===== src/hdl/csf_defines.vh =====
// constants for the status-flag and arithmetic block
`ifndef CSF_DEFINES_VH
`define CSF_DEFINES_VH
// status word bit positions
`define CSF_BIT_C      0
`define CSF_BIT_Z      1
`define CSF_BIT_I      2
`define CSF_BIT_D      3
`define CSF_BIT_B      4
`define CSF_BIT_T      5
`define CSF_BIT_V      6
`define CSF_BIT_N      7
// reset value of the status word: only the interrupt mask is defined
`define CSF_PS_RESET   8'h04
// operation codes on op_code
`define CSF_OP_NONE    4'h0
`define CSF_OP_ADC     4'h1
`define CSF_OP_SBC     4'h2
`define CSF_OP_SEC     4'h3
`define CSF_OP_CLC     4'h4
`define CSF_OP_SED     4'h5
`define CSF_OP_CLD     4'h6
`define CSF_OP_PUSH    4'h7
`define CSF_OP_PULL    4'h8
`define CSF_OP_MUL     4'h9
`define CSF_OP_DIV     4'hA
`define CSF_OP_BRK     4'hB
`define CSF_OP_SEI     4'hC
`define CSF_OP_CLI     4'hD
`define CSF_OP_DIRW    4'hE
`define CSF_OP_DIRR    4'hF
// register map over the bus (word offsets in bytes)
`define CSF_REG_CMD    4'h0
`define CSF_REG_ACC    4'h4
`define CSF_REG_OPND   4'h8
`define CSF_REG_PS     4'hC
`define CSF_ADDR_W     4
`endif


===== src/hdl/csf_core.v =====
// status word, decimal arithmetic, multiply/divide and direction-register model
// Summary of operation
// - Reset sets the interrupt mask to one; other status bits are don't-care.
// - Push-status stores the status word at stack pointer plus one; pull restores.
// - Break with mask set and a pending enabled source vectors to highest priority.
// - Only add and subtract give decimal results when the decimal flag is one.
// - In decimal mode N, V and Z after add or subtract are undefined.
// - Decimal carry flag is one on carry, zero on borrow.
// - Multiply and divide ignore the X-mode and decimal flags.
// - Multiply and divide leave the status word unchanged.
// - Direction registers are write-only; reads do not return stored value.
`timescale 1ns/100ps
`default_nettype none
`include "csf_defines.vh"
module csf_core #(
    parameter NSRC = 8
) (
    // clock and reset
    input  wire             mclk,
    input  wire             rst_b,
    // avalon-mm slave
    input  wire [3:0]       avs_address,
    input  wire             avs_read,
    input  wire             avs_write,
    input  wire [31:0]      avs_writedata,
    output reg  [31:0]      avs_readdata,
    output wire             avs_waitrequest,
    // interrupt sources
    input  wire [NSRC-1:0]  irq_request,
    input  wire [NSRC-1:0]  irq_enable,
    // break vectoring result, stack pointer and byte, direction register
    output reg              brk_taken,
    output reg  [7:0]       brk_vector,
    output reg  [7:0]       stack_pointer,
    output reg  [7:0]       stack_byte,
    output reg  [7:0]       direction_reg
);
    reg  [7:0]  processor_status_word;
    reg  [7:0]  acc;
    reg  [7:0]  opnd;
    reg  [7:0]  hi;
    reg         ack;
    reg  [7:0]  next_ps;
    reg  [7:0]  next_acc;
    reg  [7:0]  next_hi;
    reg  [4:0]  lo_sum;
    reg  [4:0]  hi_sum;
    reg  [8:0]  bin;
    reg         lo_c;
    reg  [15:0] prod;
    reg  [7:0]  vec;
    reg         found;
    integer     k;

    wire        wr_cmd = avs_write & ~ack & (avs_address == `CSF_REG_CMD);
    wire [3:0]  op     = avs_writedata[3:0];
    wire        dec    = processor_status_word[`CSF_BIT_D];
    wire        cin    = processor_status_word[`CSF_BIT_C];
    // one wait state on every access keeps the answer registered
    assign avs_waitrequest = (avs_read | avs_write) & ~ack;

    // sources are levels from logic on this clock, so no synchroniser is used

    // lowest-numbered pending enabled source is highest priority
    always @* begin
        vec   = 8'h00;
        found = 1'b0;
        for (k = NSRC - 1; k >= 0; k = k - 1) begin
            if (irq_request[k] & irq_enable[k]) begin
                vec   = k[7:0];
                found = 1'b1;
            end
        end
    end

    // next values only take effect on a taken command write
    always @* begin
        next_ps  = processor_status_word;
        next_acc = acc;
        next_hi  = hi;
        lo_sum   = 5'h00;
        hi_sum   = 5'h00;
        lo_c     = 1'b0;
        bin      = 9'h000;
        prod     = 16'h0000;
        case (op)
            `CSF_OP_ADC: begin
                if (dec) begin
                    lo_sum = {1'b0, acc[3:0]} + {1'b0, opnd[3:0]} + {4'h0, cin};
                    lo_c   = (lo_sum > 5'h09);
                    if (lo_c)
                        lo_sum = lo_sum + 5'h06;
                    hi_sum = {1'b0, acc[7:4]} + {1'b0, opnd[7:4]} + {4'h0, lo_c};
                    next_ps[`CSF_BIT_C] = (hi_sum > 5'h09);
                    if (hi_sum > 5'h09)
                        hi_sum = hi_sum + 5'h06;
                    next_acc = {hi_sum[3:0], lo_sum[3:0]};
                    // N, V, Z left as they were
                end else begin
                    bin = {1'b0, acc} + {1'b0, opnd} + {8'h00, cin};
                    next_acc = bin[7:0];
                    next_ps[`CSF_BIT_C] = bin[8];
                    next_ps[`CSF_BIT_Z] = (bin[7:0] == 8'h00);
                    next_ps[`CSF_BIT_N] = bin[7];
                    next_ps[`CSF_BIT_V] = (acc[7] == opnd[7]) & (bin[7] != acc[7]);
                end
            end
            `CSF_OP_SBC: begin
                if (dec) begin
                    lo_sum = {1'b0, acc[3:0]} - {1'b0, opnd[3:0]} - {4'h0, ~cin};
                    lo_c   = lo_sum[4];
                    if (lo_c)
                        lo_sum = lo_sum - 5'h06;
                    hi_sum = {1'b0, acc[7:4]} - {1'b0, opnd[7:4]} - {4'h0, lo_c};
                    next_ps[`CSF_BIT_C] = ~hi_sum[4];
                    if (hi_sum[4])
                        hi_sum = hi_sum - 5'h06;
                    next_acc = {hi_sum[3:0], lo_sum[3:0]};
                    // N, V, Z left as they were
                end else begin
                    bin = {1'b0, acc} - {1'b0, opnd} - {8'h00, ~cin};
                    next_acc = bin[7:0];
                    next_ps[`CSF_BIT_C] = ~bin[8];
                    next_ps[`CSF_BIT_Z] = (bin[7:0] == 8'h00);
                    next_ps[`CSF_BIT_N] = bin[7];
                    next_ps[`CSF_BIT_V] = (acc[7] != opnd[7]) & (bin[7] != acc[7]);
                end
            end
            // flag ops act at once; spacing after decimal math is left to software
            `CSF_OP_SEC: next_ps[`CSF_BIT_C] = 1'b1;
            `CSF_OP_CLC: next_ps[`CSF_BIT_C] = 1'b0;
            `CSF_OP_SED: next_ps[`CSF_BIT_D] = 1'b1;
            `CSF_OP_CLD: next_ps[`CSF_BIT_D] = 1'b0;
            `CSF_OP_SEI: next_ps[`CSF_BIT_I] = 1'b1;
            `CSF_OP_CLI: next_ps[`CSF_BIT_I] = 1'b0;
            `CSF_OP_PULL: next_ps = stack_byte;
            `CSF_OP_MUL: begin
                // flags neither read nor written
                prod     = acc * opnd;
                next_acc = prod[7:0];
                next_hi  = prod[15:8];
            end
            `CSF_OP_DIV: begin
                // divide by zero yields an all-ones quotient and the dividend as remainder, a choice of this block
                if (opnd != 8'h00) begin
                    next_acc = acc / opnd;
                    next_hi  = acc % opnd;
                end else begin
                    next_acc = 8'hFF;
                    next_hi  = acc;
                end
            end
            `CSF_OP_BRK: next_ps[`CSF_BIT_I] = 1'b1;
            default: next_ps = processor_status_word;
        endcase
    end

    always @(posedge mclk) begin
        if (!rst_b) begin
            // only the mask is defined after reset; other bits zero by choice
            processor_status_word <= `CSF_PS_RESET;
            acc           <= 8'h00;
            opnd          <= 8'h00;
            hi            <= 8'h00;
            ack           <= 1'b0;
            avs_readdata  <= 32'h00000000;
            brk_taken     <= 1'b0;
            brk_vector    <= 8'h00;
            stack_pointer <= 8'hFF;
            stack_byte    <= 8'h00;
            direction_reg <= 8'h00;
        end else begin
            // ack marks the second cycle, so a request is taken once per two-cycle access; one held longer is taken again every second cycle
            ack <= (avs_read | avs_write) & ~ack;

            // direction register has no read path; its offset stays unmapped
            if (avs_read & ~ack) begin
                case (avs_address)
                    `CSF_REG_CMD:  avs_readdata <= {23'h000000, brk_taken, brk_vector};
                    `CSF_REG_ACC:  avs_readdata <= {16'h0000, hi, acc};
                    `CSF_REG_OPND: avs_readdata <= {24'h000000, opnd};
                    `CSF_REG_PS:   avs_readdata <= {16'h0000, stack_pointer, stack_byte};
                    default:       avs_readdata <= 32'h00000000;
                endcase
            end
            if (avs_write & ~ack & (avs_address == `CSF_REG_ACC))
                acc <= avs_writedata[7:0];
            if (avs_write & ~ack & (avs_address == `CSF_REG_OPND))
                opnd <= avs_writedata[7:0];

            // status word moves only here, so multiply and divide keep it intact
            if (wr_cmd) begin
                processor_status_word <= next_ps;
                acc <= next_acc;
                hi  <= next_hi;
                if (op == `CSF_OP_PUSH) begin
                    // byte lands at sp, so after the decrement it sits at sp+1
                    stack_byte    <= processor_status_word;
                    stack_pointer <= stack_pointer - 8'h01;
                end
                if (op == `CSF_OP_PULL)
                    stack_pointer <= stack_pointer + 8'h01;

                // without mask or pending source the flag drops; vector shows FF only when no enabled source is pending
                if (op == `CSF_OP_BRK) begin
                    brk_taken  <= found & processor_status_word[`CSF_BIT_I];
                    brk_vector <= found ? vec : 8'hFF;
                end

                // write-only: no read path exists
                if (op == `CSF_OP_DIRW)
                    direction_reg <= avs_writedata[15:8];
            end
        end
    end
endmodule // csf_core
`default_nettype wire


===== config.mk =====
export PLATFORM = sky130hd
export DESIGN_NAME = csf_core
export DESIGN_NICKNAME = d
export VERILOG_FILES = /design/src/hdl/csf_core.v
export VERILOG_INCLUDE_DIRS = /design/src /design/src/hdl
export SDC_FILE = /design/constraint.sdc
export NUM_CORES = 1
export LEC_CHECK = 0
export BUFFER_PORTS_ARGS = -buffer_cell sky130_fd_sc_hd__clkbuf_2
export CAP_MARGIN = 25
export CORE_MARGIN = 5
export CORE_UTILIZATION = 40
export DETAILED_ROUTE_END_ITERATION = 7
export PLACE_DENSITY = 0.6
export SETUP_SLACK_MARGIN = 0.4
export SYNTH_ARGS = -nofsm -noshare
export SYNTH_HDL_FRONTEND = slang
export SYNTH_SLANG_ARGS = --single-unit
export TNS_END_PERCENT = 1

===== constraint.sdc =====
create_clock -name mclk -period 26.4 [get_ports mclk]
set_input_delay 3.96 -clock mclk [delete_from_list [all_inputs] [get_ports mclk]]
set_output_delay 3.96 -clock mclk [all_outputs]
set_load 0.03 [all_outputs]

# Yosys cells after proc, flatten, opt, wreduce, memory -nomap -nowiden
# Index checks and enable logic that the tools add are counted.
# word_totals
word_cells	150
register_bits	98
output_inout_bits	66
in_bits	56
# classes
bitwise	22
mux	43
n_eq_ne	24
n_lt_le_gt_ge	2
n_addsub	18
n_mul	1
n_reduce_logical	23
n_div	2
# ops
cell	count
$mux 8	16
$pmux 16 s4	1
$eq 4x4->1 const B	9
$pmux 8 s4	1
$eq 4x3->1 const B	5
$reduce_and 2->1	10
$and 1x1->1	17
$logic_not 8->1	2
$mul 8x8->16	1
$mux 4	4
$pmux 8 s2	1
$mux 1	12
$add 4x4->5	2
$add 5x1->5	2
$gt 5x4->1 const B	2
$sub 4x4->5	2
$sub 5x1->5	2
$add 8x8->9	1
$add 9x1->9	1
$pmux 1 s3	3
$reduce_bool 3->1	3
$sub 8x8->9	1
$sub 9x1->9	1
$add 4x3->4 const B	2
23 further kinds	34

# Logic depth before layout (Yosys ltp)
# Gate-level depths: netlist (run 1).
# depth
ltp_word	10
depth_mapped	53

# Least setup slack after synthesis (run 1)
# No wires, ideal clock.
# synth_timing
path_kind	reg-to-reg
from	reg opnd[0]
to	reg hi[7]
path_stages_with_launch	48
setup_time_ns	0.086
synth_period_minus_slack_ns	10.892
setup_slack_ns	15.508
required_ns	26.314
arrival_time_ns	10.806
cell_sequence	dfxtp_1 -> inv_1 -> ha_1 -> nand3_1 -> and2_1 -> ha_1 -> o21a_1 -> o211ai_1 -> or3_1 -> nand2_1 -> ha_1 -> o211ai_1 -> a211oi_1 -> mux2i_1 -> ha_1 -> o211ai_1 -> a21boi_0 -> o21a_1 -> (+12 left out) -> clkbuf_1 -> nor2_1 -> a21oi_1 -> ha_1 -> nor3_1 -> a2111oi_0 -> o21a_1 -> o21ai_1 -> o21ai_0 -> fa_1 -> a211oi_1 -> nor2_1 -> o31ai_1 -> a21o_1 -> nand2_1 -> a2111oi_0 -> o41ai_1 -> a211oi_1
# synth_between
elab_chain_cells	3
# synth_rtl
item	line_no	text
start: declaration	csf_core.v:40	reg [7:0] opnd;
start signal: assignment	csf_core.v:189	opnd <= avs_writedata[7:0];
$mod 8x8->8 / $reduce_bool 8->1 (equally long branches)	csf_core.v:147, csf_core.v:145	
$mux 8	csf_core.v:145	if (opnd != 8'h00) begin
$pmux 8 s2 (*)	csf_core.v:86	case (op)
end signal: assignment	csf_core.v:195	hi <= next_hi;
end: declaration	csf_core.v:41	reg [7:0] hi;
# Every way passes the cells marked *; elsewhere a longest branch is shown, timed or not.
# A chain may end at the register's enable or synchronous reset.

# Worst setup path in the final report (run 1)
# Same ends and word-level chain as after synthesis.

==> impl_summary.txt, run 1 <==
----------------------------------------------------
[Synthesis]
  Top cells by area, synth ... sky130_fd_sc_hd__dfxtp_1 17%, sky130_fd_sc_hd__ha_1 15%, sky130_fd_sc_hd__fa_1 9.6%
  Commonest register cell after synthesis ... sky130_fd_sc_hd__dfxtp_1
  Total standard cell area after synthesis ... 0.00942 mm^2
  Seq/Total Area, Yosys ... 16.6%
  Number of enable flip-flop cells after synthesis ... 0
  Async SR Flop Fraction ... 0%
  Warning count from the yosys run ... 0
  Yosys top cell area share ... 16.6%
  Library cell with the largest summed area after synthesis ... sky130_fd_sc_hd__dfxtp_1
  Cells after synthesis ... 1215
  Post-synthesis cell type count ... 70
  Flip-flop and latch count after synthesis ... 78
  Synthesized area divided by synthesized cell count ... 7.75 um^2

[Place]
  Port Buf Inserts ... 89
  Cell count after placement ... 1581
  HPWL after detailed placement ... 23100 um
  Final weighted congestion in routability-driven placement ... 0.892
  Placed cell areas ... 0.0101 mm^2

[Worst setup path]
  Slowest cell on the critical path ... sky130_fd_sc_hd__o211ai_1
  Reg-to-reg setup timing slack ... 13070 ps
  Number of cells on the critical path ... 46
  Critical Setup Path Class ... reg2reg
  Buffers plus inverters on the worst setup path ... 4
  Largest stage delay on the critical path ... 670 ps
  Maximum fanout along the worst path ... 13
  Cell mode on critical path ... sky130_fd_sc_hd__ha_1
  CP top delay family ... compound AO/OA/AOI/OAI gates
  Crit path capture type ... register
  Data arrival time at the worst-slack endpoint ... 13580 ps
  Depth of the worst register-to-register path ... 46
  Critical Path RT ... 26650 ps
  Element type at the critical path start ... register

[Drt]
  Iteration-0 DRC count of the detailed router ... 695
  Total wire length ... 30000 um
  Vias after detailed routing ... 9115
  Via/cell ratio ... 5.71
  Routed length per instance ... 18.8 um
  Detailed-routing iteration count for the pre-antenna-repair pass ... 7
  Residual antenna-violating net count after detailed routing ... 0
  Post-route DRC ... 0

[Clocking]
  Number of buffers on the longest clock path ... 2
  Sinks on Clock Net ... 78
  CTS clock-pin slew for the worst setup and hold paths ... 60 ps
  Clock tree root buffer cell ... sky130_fd_sc_hd__clkbuf_16
  Setup fix buffers added after clock tree synthesis ... 0
  Number of CTS-inserted buffers ... 9
  Worst-Skew Late Latency ... 350 ps
  CTS tree ... done
  Number of resized instances in the post-cts repair step ... 0
  Number of hold buffers added after CTS ... 0
  H-tree levels ... 3

[Pwr]
  IR Drop Worst-Case VDD ... 0.000173 V
  Power per unit of standard cell area ... 85.6 mW/mm^2
  Tot Pwr ... 892 uW
  Leakage power ... 4.71 nW

[Timing]
  Unrepaired setup endpoints after global routing ... no
  Rel. slew slack ... 33.5%
  Slew at the pin closest to its max-slew limit ... 984 ps
  Total count of max-transition violations in the final report ... 0
  Post-route clock period utilization ... 50.5%
  Highest achievable clock rate ... 0.0750 GHz
  Skew final ... 9.75 ps
  Final setup viols ... 0
  Hold slack final ... 455 ps
  Setup TNS ... 0 ps
  Crit path time final ... 13330 ps
  Final hold violations ... 0

[GRT]
  GRT Residual Overflow ... 0
  Pin count of the biggest net entering global routing ... 43
  Total global-route track usage ... 22.1%
  Via count of the first global-routing pass ... 8644
  Number of antenna violations at the first check in global routing ... 0
  Wire length of the first global-routing pass ... 46600 um

[Finish]
  Flip-flop count of the largest register after layout ... 16
  Register with the most flip-flops ... avs_readdata
  Design Area, Final ... 0.0104 mm^2
  Filler-free cell count of the finished design ... 1597
  Ant. Diodes ... 0
  Growth of design area from synthesis to finish ... 10.6%
  Fin nets ... 1487
  Proportion of layout cells with a drive suffix above 1 ... 11.7%

[Die]
  Die X-Extent ... 163 um
  Top Ports ... 122
  Die Ht ... 163 um
  Number of cell rows ... 56
  Area of the core ... 0.0233 mm^2
  Area of the die ... 0.0267 mm^2
  Starting density of the core ... 40.4%

[Worst hold path]
  Worst hold path cell count ... 2
  Kind of path behind the tightest hold check ... reg2reg

[Run]
  Max Cap Violations ... 0

[Run status]
  Outcome ... completed

----------------------------------------------------
[worst paths after layout]
check / to / from
min reg2reg: stack_byte[7]$_SDFFE_PN0P_ / processor_status_word[7]$_SDFFE_PN0P_
min: stack_byte[7]$_SDFFE_PN0P_ / processor_status_word[7]$_SDFFE_PN0P_
max reg2reg: hi[7]$_SDFFE_PN0P_ / opnd[0]$_SDFFE_PN0P_
max: hi[7]$_SDFFE_PN0P_ / opnd[0]$_SDFFE_PN0P_
[placed cells by master (no fill, tap or decap), types with 37 or more instances in the layout]
master	count
sky130_fd_sc_hd__nand2_1	105
sky130_fd_sc_hd__o21ai_0	55
sky130_fd_sc_hd__nor2_1	144
sky130_fd_sc_hd__a21oi_1	81
sky130_fd_sc_hd__fa_1	45
sky130_fd_sc_hd__dfxtp_1	78
sky130_fd_sc_hd__nor3_1	37
sky130_fd_sc_hd__ha_1	113
sky130_fd_sc_hd__inv_1	102
sky130_fd_sc_hd__clkbuf_2	89
[report_power, final]
part           total, mW  switching, mW  internal (mW)
clock              0.127         0.0534         0.0740
combinational      0.643          0.390          0.253
sequential         0.122        0.00198          0.120
[final cells by class]
class / instances / area, um^2
multi-input cells: 971 / 7170
repair buffers: 109 / 603
well taps: 319 / 399
inverters: 104 / 390
fillers: 2383 / 12900
flip-flops and latches: 78 / 1560
clock buffers: 10 / 229
clock inverters: 6 / 70.1
[kinds of logic (layout without fill, tap and decap cells)]
kind of cell,count (synthesis),count (layout),share of synthesized area [%]
other,1,16,0.0398
buffers and inverters,181,229,8.02
DFF,78,78,16.6
xor gates and xnor gates,60,60,5.58
muxes,40,40,4.45
and+or+nand+nor,375,375,17.9
adders and majority gates,158,158,24.6
AOI/OAI and AO/OA,322,322,22.8
[per-stage QoR]
stage,utilization (%),setup slack [ps]
after floorplan,-,15510
after detailed placement,43.4,13240
after global routing,44.7,11950
after CTS,44.7,13160
after global placement,43.3,13320
final,44.7,13070
[worst register-to-register path, delay by kind of cell (launching register included)]
family / cells / cell delay [ps]
AOI/OAI and AO/OA: 22 / 7010
adders and majority gates: 8 / 2920
and+or+nand+nor: 9 / 1120
muxes: 3 / 980
buffers and inverters: 4 / 890
DFF: 1 / 300
[layer usage]
layer	share of wire (%)	routed length (um)	global-route usage (%)	vias up
li1	-	-	-	4403
met1	46	13600	30.9	4373
met2	46	13900	36.1	289
met3	5.8	1730	2.57	50
met4	2.3	684	6.10	0
met5	0	0	0	-
[cells in the mapped netlist, drive strengths merged (19+ instances only)]
cell type	count
xor2	24
buf	24
clkbuf	53
ha	113
nor3	37
o211ai	19
a211oi	34
o21ai	56
nand2	105
fa	45
inv	102
mux2i	31
a21oi	82
xnor2	36
nand3	21
nor2	144
dfxtp	78
(Power assumes the default switching activity.)
==> inputs of run 2 (changes only) <==
- PLACE_DENSITY: 0.6 -> 0.62
- clock period: 26.4 -> 11.8 ns (I/O delays scaled with it)
==> run 2 against run 1 <==
First-iteration DRC count decreased by 6.8%. Final cell count grew 1.4%. Maximum frequency rose by 24%. Total power rose to 2.6 times the previous value. Final area is 3.3% higher. Wire length grew 2.0%. Non-clock buffer count is 23 higher. Clock-buffer cell count unchanged. Clock power grew 130%.
==> impl_summary.txt, run 2 (same netlist as run 1, synthesis figures left out) <==
----------------------------------------------------
[Run status]
  Outcome ... completed

[Finish]
  Commonest cells after routing, fill and taps aside ... 143 x sky130_fd_sc_hd__nor2_1, 110 x sky130_fd_sc_hd__ha_1, 105 x sky130_fd_sc_hd__nand2_1
  Most common cell after layout, fill and taps aside ... sky130_fd_sc_hd__nor2_1
  Growth of design area from synthesis to finish ... 14.2%
  Proportion of layout cells with a drive suffix above 1 ... 15.2%
  Flip-flop count of the largest register after layout ... 16
  Register with the most flip-flops ... avs_readdata
  Ant. Diodes ... 0
  Number of filler instances in the final layout ... 2370
  Fin nets ... 1510

[Pwr]
  Leakage power ... 4.84 nW
  IR Drop Worst-Case VDD ... 0.000353 V
  Clock network fraction of total power ... 12.3%
  Combinational group share of total power ... 76.0%
  Power per unit of standard cell area ... 217 mW/mm^2
  Sequential power share ... 11.7%
  Int Power ... 1.20 mW
  Switching power summed over all nets ... 1.13 mW
  Proportion of total power due to net switching ... 48.7%

[Worst setup path]
  Element type at the critical path start ... register
  Worst flop-to-flop path endpoint ... hi[7]$_SDFFE_PN0P_
  End of the critical path ... hi[7]$_SDFFE_PN0P_
  Timing startpoint of the critical path ... opnd[6]$_SDFFE_PN0P_
  Largest stage delay on the critical path ... 400 ps
  Reg-to-reg setup timing slack ... 1080 ps
  Maximum fanout along the worst path ... 6
  Crit path capture type ... register
  Critical Path RT ... 12060 ps
  Data arrival time at the worst-slack endpoint ... 10980 ps
  Critical Setup Path Class ... reg2reg
  Slowest cell on the critical path ... sky130_fd_sc_hd__or3_1
  Cell mode on critical path ... sky130_fd_sc_hd__ha_1
  Depth of the worst register-to-register path ... 49
  Critical R2R Launch ... opnd[6]$_SDFFE_PN0P_

[GRT]
  Number of antenna violations at the first check in global routing ... 0
  Total global-route track usage ... 22.5%
  Pin count of the biggest net entering global routing ... 51
  Wire length of the first global-routing pass ... 47500 um
  GRT Residual Overflow ... 0
  Via count of the first global-routing pass ... 8986

[Timing]
  Post-route clock period utilization ... 90.9%
  Final Worst Setup Slack ... 1080 ps
  Rel. slew slack ... 37.6%
  Skew final ... 10.0 ps
  Final setup viols ... 0
  Final hold violations ... 0
  Slew at the pin closest to its max-slew limit ... 923 ps
  Crit path time final ... 10720 ps
  Unrepaired setup endpoints after global routing ... no
  Setup TNS ... 0 ps
  Total count of max-transition violations in the final report ... 0
  Hold slack final ... 458 ps
  Highest achievable clock rate ... 0.0933 GHz

[Clocking]
  Sinks on Clock Net ... 78
  Number of CTS-inserted buffers ... 9
  CTS clock-pin slew for the worst setup and hold paths ... 60 ps
  H-tree levels ... 3
  CTS tree ... done
  Clock tree root buffer cell ... sky130_fd_sc_hd__clkbuf_16
  Number of buffers on the longest clock path ... 2
  Worst-Skew Late Latency ... 350 ps
  Number of hold buffers added after CTS ... 0

[Place]
  Port Buf Inserts ... 89
  Final weighted congestion in routability-driven placement ... 0.920
  Worst setup slack after placement ... 23.0 ps
  HPWL after detailed placement ... 23500 um

[Die]
  Die X-Extent ... 163 um
  Top Ports ... 122
  Area of the core ... 0.0233 mm^2
  Area of the die ... 0.0267 mm^2
  Die Ht ... 163 um
  Starting density of the core ... 40.4%
  Number of cell rows ... 56

[Drt]
  Via/cell ratio ... 5.73
  Vias after detailed routing ... 9288
  Total wire length ... 30600 um
  Iteration-0 DRC count of the detailed router ... 648
  Residual antenna-violating net count after detailed routing ... 0
  Detailed-routing iteration count for the pre-antenna-repair pass ... 6
  Post-route DRC ... 0
  Routed length per instance ... 18.9 um

[Worst hold path]
  Kind of path behind the tightest hold check ... reg2reg

[Run]
  Max Cap Violations ... 0

----------------------------------------------------
-- run 2: cell types whose count changed in the layout (fill, tap and decap cells not counted), sizes merged --
cell  change
buf      +23
-- run 2: area by class of cell --
type | instances | area, um^2 | area share [%]
multi-input combinational | 971 | 7340 | 68.2
sequential | 78 | 1560 | 14.5
timing repair buffer | 132 | 773 | 7.19
tap | 319 | 399 | 3.71
inverter | 104 | 390 | 3.63
clock buffer | 10 | 229 | 2.13
clock inverter | 6 | 70.1 | 0.651
-- run 2: stage by stage --
stage | instances | power [mW] | cell area (um^2) | util (%)
6_report | 1620 | 2.33 | 10800 | 46.1
5_1_grt | 1620 | 2.51 | 10800 | 46.1
2_1_floorplan | 1230 | 1.43 | 9470 | -
4_1_cts | 1615 | 2.14 | 10600 | 45.3
3_3_place_gp | 1594 | 1.80 | 10200 | 43.8
3_5_place_dp | 1598 | 1.82 | 10200 | 43.9
-- run 2: timing repair --
| action | CTS | global route |
|---|---|---|
| endpoints found under the setup margin | 5 | 9 |
| pin swaps | 1 | 12 |
| setup buffers | 1 | 5 |
| gates resized for setup | 6 | 30 |
-- run 2: metal layers --
metal | track usage, % | routed length, um | up-vias | part of all wire, %
met5 | 0 | 0 | - | 0
met4 | 5.15 | 606 | 0 | 2.0
met1 | 30.8 | 13800 | 4493 | 45
met2 | 36.9 | 14100 | 307 | 46
li1 | - | - | 4434 | -
met3 | 4.14 | 2100 | 54 | 6.9
-- run 2: critical path: cells and delay by family, from the launching register on --
kind	cells	cell delay [ps]
muxes	2	750
adders and majority gates	7	1950
DFF	1	330
and+or+nand+nor	14	2580
buffers and inverters	4	630
AOI/OAI and AO/OA	22	4380
-- run 2: power by group through the flow --
stage	combinational (mW)	sequential, mW	clock [mW]
global placement	1.52	0.278	0
global route	1.94	0.273	0.303
CTS	1.58	0.272	0.289
floorplan	1.14	0.285	0
finish	1.77	0.272	0.287
detailed placement	1.54	0.278	0
-- run 2: worst min path at each step --
stage                                     startpoint                                     to  cells past startpoint
6_report       processor_status_word[6]$_SDFFE_PN0P_             stack_byte[6]$_SDFFE_PN0P_                      2
2_1_floorplan  processor_status_word[1]$_SDFFE_PN0P_             stack_byte[1]$_SDFFE_PN0P_                      2
3_3_place_gp   processor_status_word[4]$_SDFFE_PN0P_  processor_status_word[4]$_SDFFE_PN0P_                      2
4_1_cts        processor_status_word[5]$_SDFFE_PN0P_  processor_status_word[5]$_SDFFE_PN0P_                      2
3_5_place_dp   processor_status_word[5]$_SDFFE_PN0P_  processor_status_word[5]$_SDFFE_PN0P_                      2
5_1_grt        processor_status_word[4]$_SDFFE_PN0P_  processor_status_word[4]$_SDFFE_PN0P_                      2
==> inputs of run 3 (changes only) <==
- PLACE_DENSITY: 0.62 -> 0.73
==> run 3 against run 2 <==
Wire length down 3.3%. Critical path depth up 2. Maximum frequency shrank 1.6%. Combinational power up 10%. Sequential share of layout area increased by 0.056 points. Setup slack lost 170 ps. Non-clock buffer count shrank 1. Clock-buffer cell count up 1. Final area decreased by 0.38%. Flip-flop and latch count unchanged. Critical path type unchanged. Highest routed layer unchanged.
==> impl_summary.txt, run 3 (same netlist as run 1, synthesis figures left out) <==
----------------------------------------------------
[Place]
  Final weighted congestion in routability-driven placement ... 0.921
  HPWL after detailed placement ... 23000 um
  Port Buf Inserts ... 89
  Worst setup slack after placement ... 0.466 ps

[Timing]
  Skew final ... 6.90 ps
  Post-route clock period utilization ... 92.3%
  Final setup viols ... 0
  Total count of max-transition violations in the final report ... 0
  Final Worst Setup Slack ... 904 ps
  Setup TNS ... 0 ps
  Rel. slew slack ... 41.7%
  Final hold violations ... 0
  Crit path time final ... 10900 ps
  Slew at the pin closest to its max-slew limit ... 863 ps
  Highest achievable clock rate ... 0.0918 GHz
  Unrepaired setup endpoints after global routing ... no

[Pwr]
  IR Drop Worst-Case VDD ... 0.000462 V
  Power per unit of standard cell area ... 232 mW/mm^2
  Leakage power ... 4.82 nW

[Worst setup path]
  Slowest cell on the critical path ... sky130_fd_sc_hd__or3_1
  Critical Path RT ... 12060 ps
  Crit path capture type ... register
  Critical Setup Path Class ... reg2reg
  Data arrival time at the worst-slack endpoint ... 11160 ps
  Largest stage delay on the critical path ... 410 ps
  Cell mode on critical path ... sky130_fd_sc_hd__ha_1
  Maximum fanout along the worst path ... 10
  Element type at the critical path start ... register

[Clocking]
  Number of CTS-inserted buffers ... 9
  Number of buffers on the longest clock path ... 2
  Clock tree root buffer cell ... sky130_fd_sc_hd__clkbuf_16
  CTS clock-pin slew for the worst setup and hold paths ... 60 ps
  Sinks on Clock Net ... 78
  H-tree levels ... 3
  Worst-Skew Late Latency ... 340 ps
  Number of hold buffers added after CTS ... 0
  CTS tree ... done

[Die]
  Area of the core ... 0.0233 mm^2
  Number of cell rows ... 56
  Area of the die ... 0.0267 mm^2
  Die X-Extent ... 163 um
  Die Ht ... 163 um
  Top Ports ... 122
  Starting density of the core ... 40.4%

[Run status]
  Outcome ... completed

[Finish]
  Ant. Diodes ... 0
  Flip-flop count of the largest register after layout ... 16
  Proportion of layout cells with a drive suffix above 1 ... 14.9%
  Commonest cells after routing, fill and taps aside ... 143 x sky130_fd_sc_hd__nor2_1, 111 x sky130_fd_sc_hd__ha_1, 105 x sky130_fd_sc_hd__nand2_1
  Growth of design area from synthesis to finish ... 13.8%
  Most common cell after layout, fill and taps aside ... sky130_fd_sc_hd__nor2_1
  Register with the most flip-flops ... avs_readdata
  Fin nets ... 1509

[Drt]
  Iteration-0 DRC count of the detailed router ... 847
  Detailed-routing iteration count for the pre-antenna-repair pass ... 5
  Via/cell ratio ... 5.77
  Vias after detailed routing ... 9337
  Residual antenna-violating net count after detailed routing ... 0
  Routed length per instance ... 18.3 um
  Total wire length ... 29600 um
  Post-route DRC ... 0

[GRT]
  Number of antenna violations at the first check in global routing ... 0
  Pin count of the biggest net entering global routing ... 40
  Met3 usage ... 4.54%
  Via count of the first global-routing pass ... 8955
  Wire length of the first global-routing pass ... 46600 um
  Total global-route track usage ... 21.8%
  Fraction of met1 tracks used by global routing ... 29.2%
  GRT Residual Overflow ... 0
  Gr busiest metal ... met2
  Met2 track utilization from global routing ... 35.4%

[Run]
  Max Cap Violations ... 0

[Worst hold path]
  Kind of path behind the tightest hold check ... reg2reg

----------------------------------------------------
run 3: path summary, 6_finish.rpt:
kind	startpoint	to	slack (ps)	depth (start not counted)
min reg2reg	processor_status_word[5]$_SDFFE_PN0P_	stack_byte[5]$_SDFFE_PN0P_	460	2
max	opnd[2]$_SDFFE_PN0P_	hi[7]$_SDFFE_PN0P_	900	51
min	processor_status_word[5]$_SDFFE_PN0P_	stack_byte[5]$_SDFFE_PN0P_	460	2
max reg2reg	opnd[2]$_SDFFE_PN0P_	hi[7]$_SDFFE_PN0P_	900	51
run 3: critical path: cells and delay by family (launching register included):
family,cells,cell delay (ps)
AO/OA/AOI/OAI,24,4970
adder cells (fa/ha/maj),7,2160
buffers and inverters,6,940
flip-flops,1,320
multiplexers,1,360
AND/OR/NAND/NOR,13,2080
run 3: area by class of cell:
cell class                      count  area [um^2]
Inverter                          104          390
Multi-Input combinational cell    971         7310
Sequential cell                    78         1560
Timing Repair Buffer              131          785
Tap cell                          319          399
Clock inverter                      5         33.8
Clock buffer                       11          243
Fill cell                        2296        12600
run 3: through the flow:
stage	power (mW)	hold WS [ps]	utilization, %	cells	cell area [um^2]
2_1_floorplan	1.43	433	-	1230	9470
3_3_place_gp	1.75	446	43.7	1592	10200
3_5_place_dp	1.79	447	43.8	1593	10200
4_1_cts	2.07	458	45.1	1611	10500
5_1_grt	2.64	482	45.9	1619	10700
6_report	2.48	463	45.9	1619	10700
run 3: power by group:
part	switching (mW)	internal (mW)
sequential	0.00426	0.268
clock	0.114	0.148
combinational	1.06	0.888
run 3: metal layers:
metal,routed length [um],up-vias
li1,-,4430
met1,12500,4470
met2,13800,373
met3,2470,64
met4,798,0
met5,0,-
run 3: repair_timing:
| item | CTS | global route |
|---|---|---|
| resized for setup | 4 | 30 |
| buffers inserted | 2 | 7 |
| endpoints found under the setup margin | 3 | 9 |
| pin swaps | 1 | 7 |
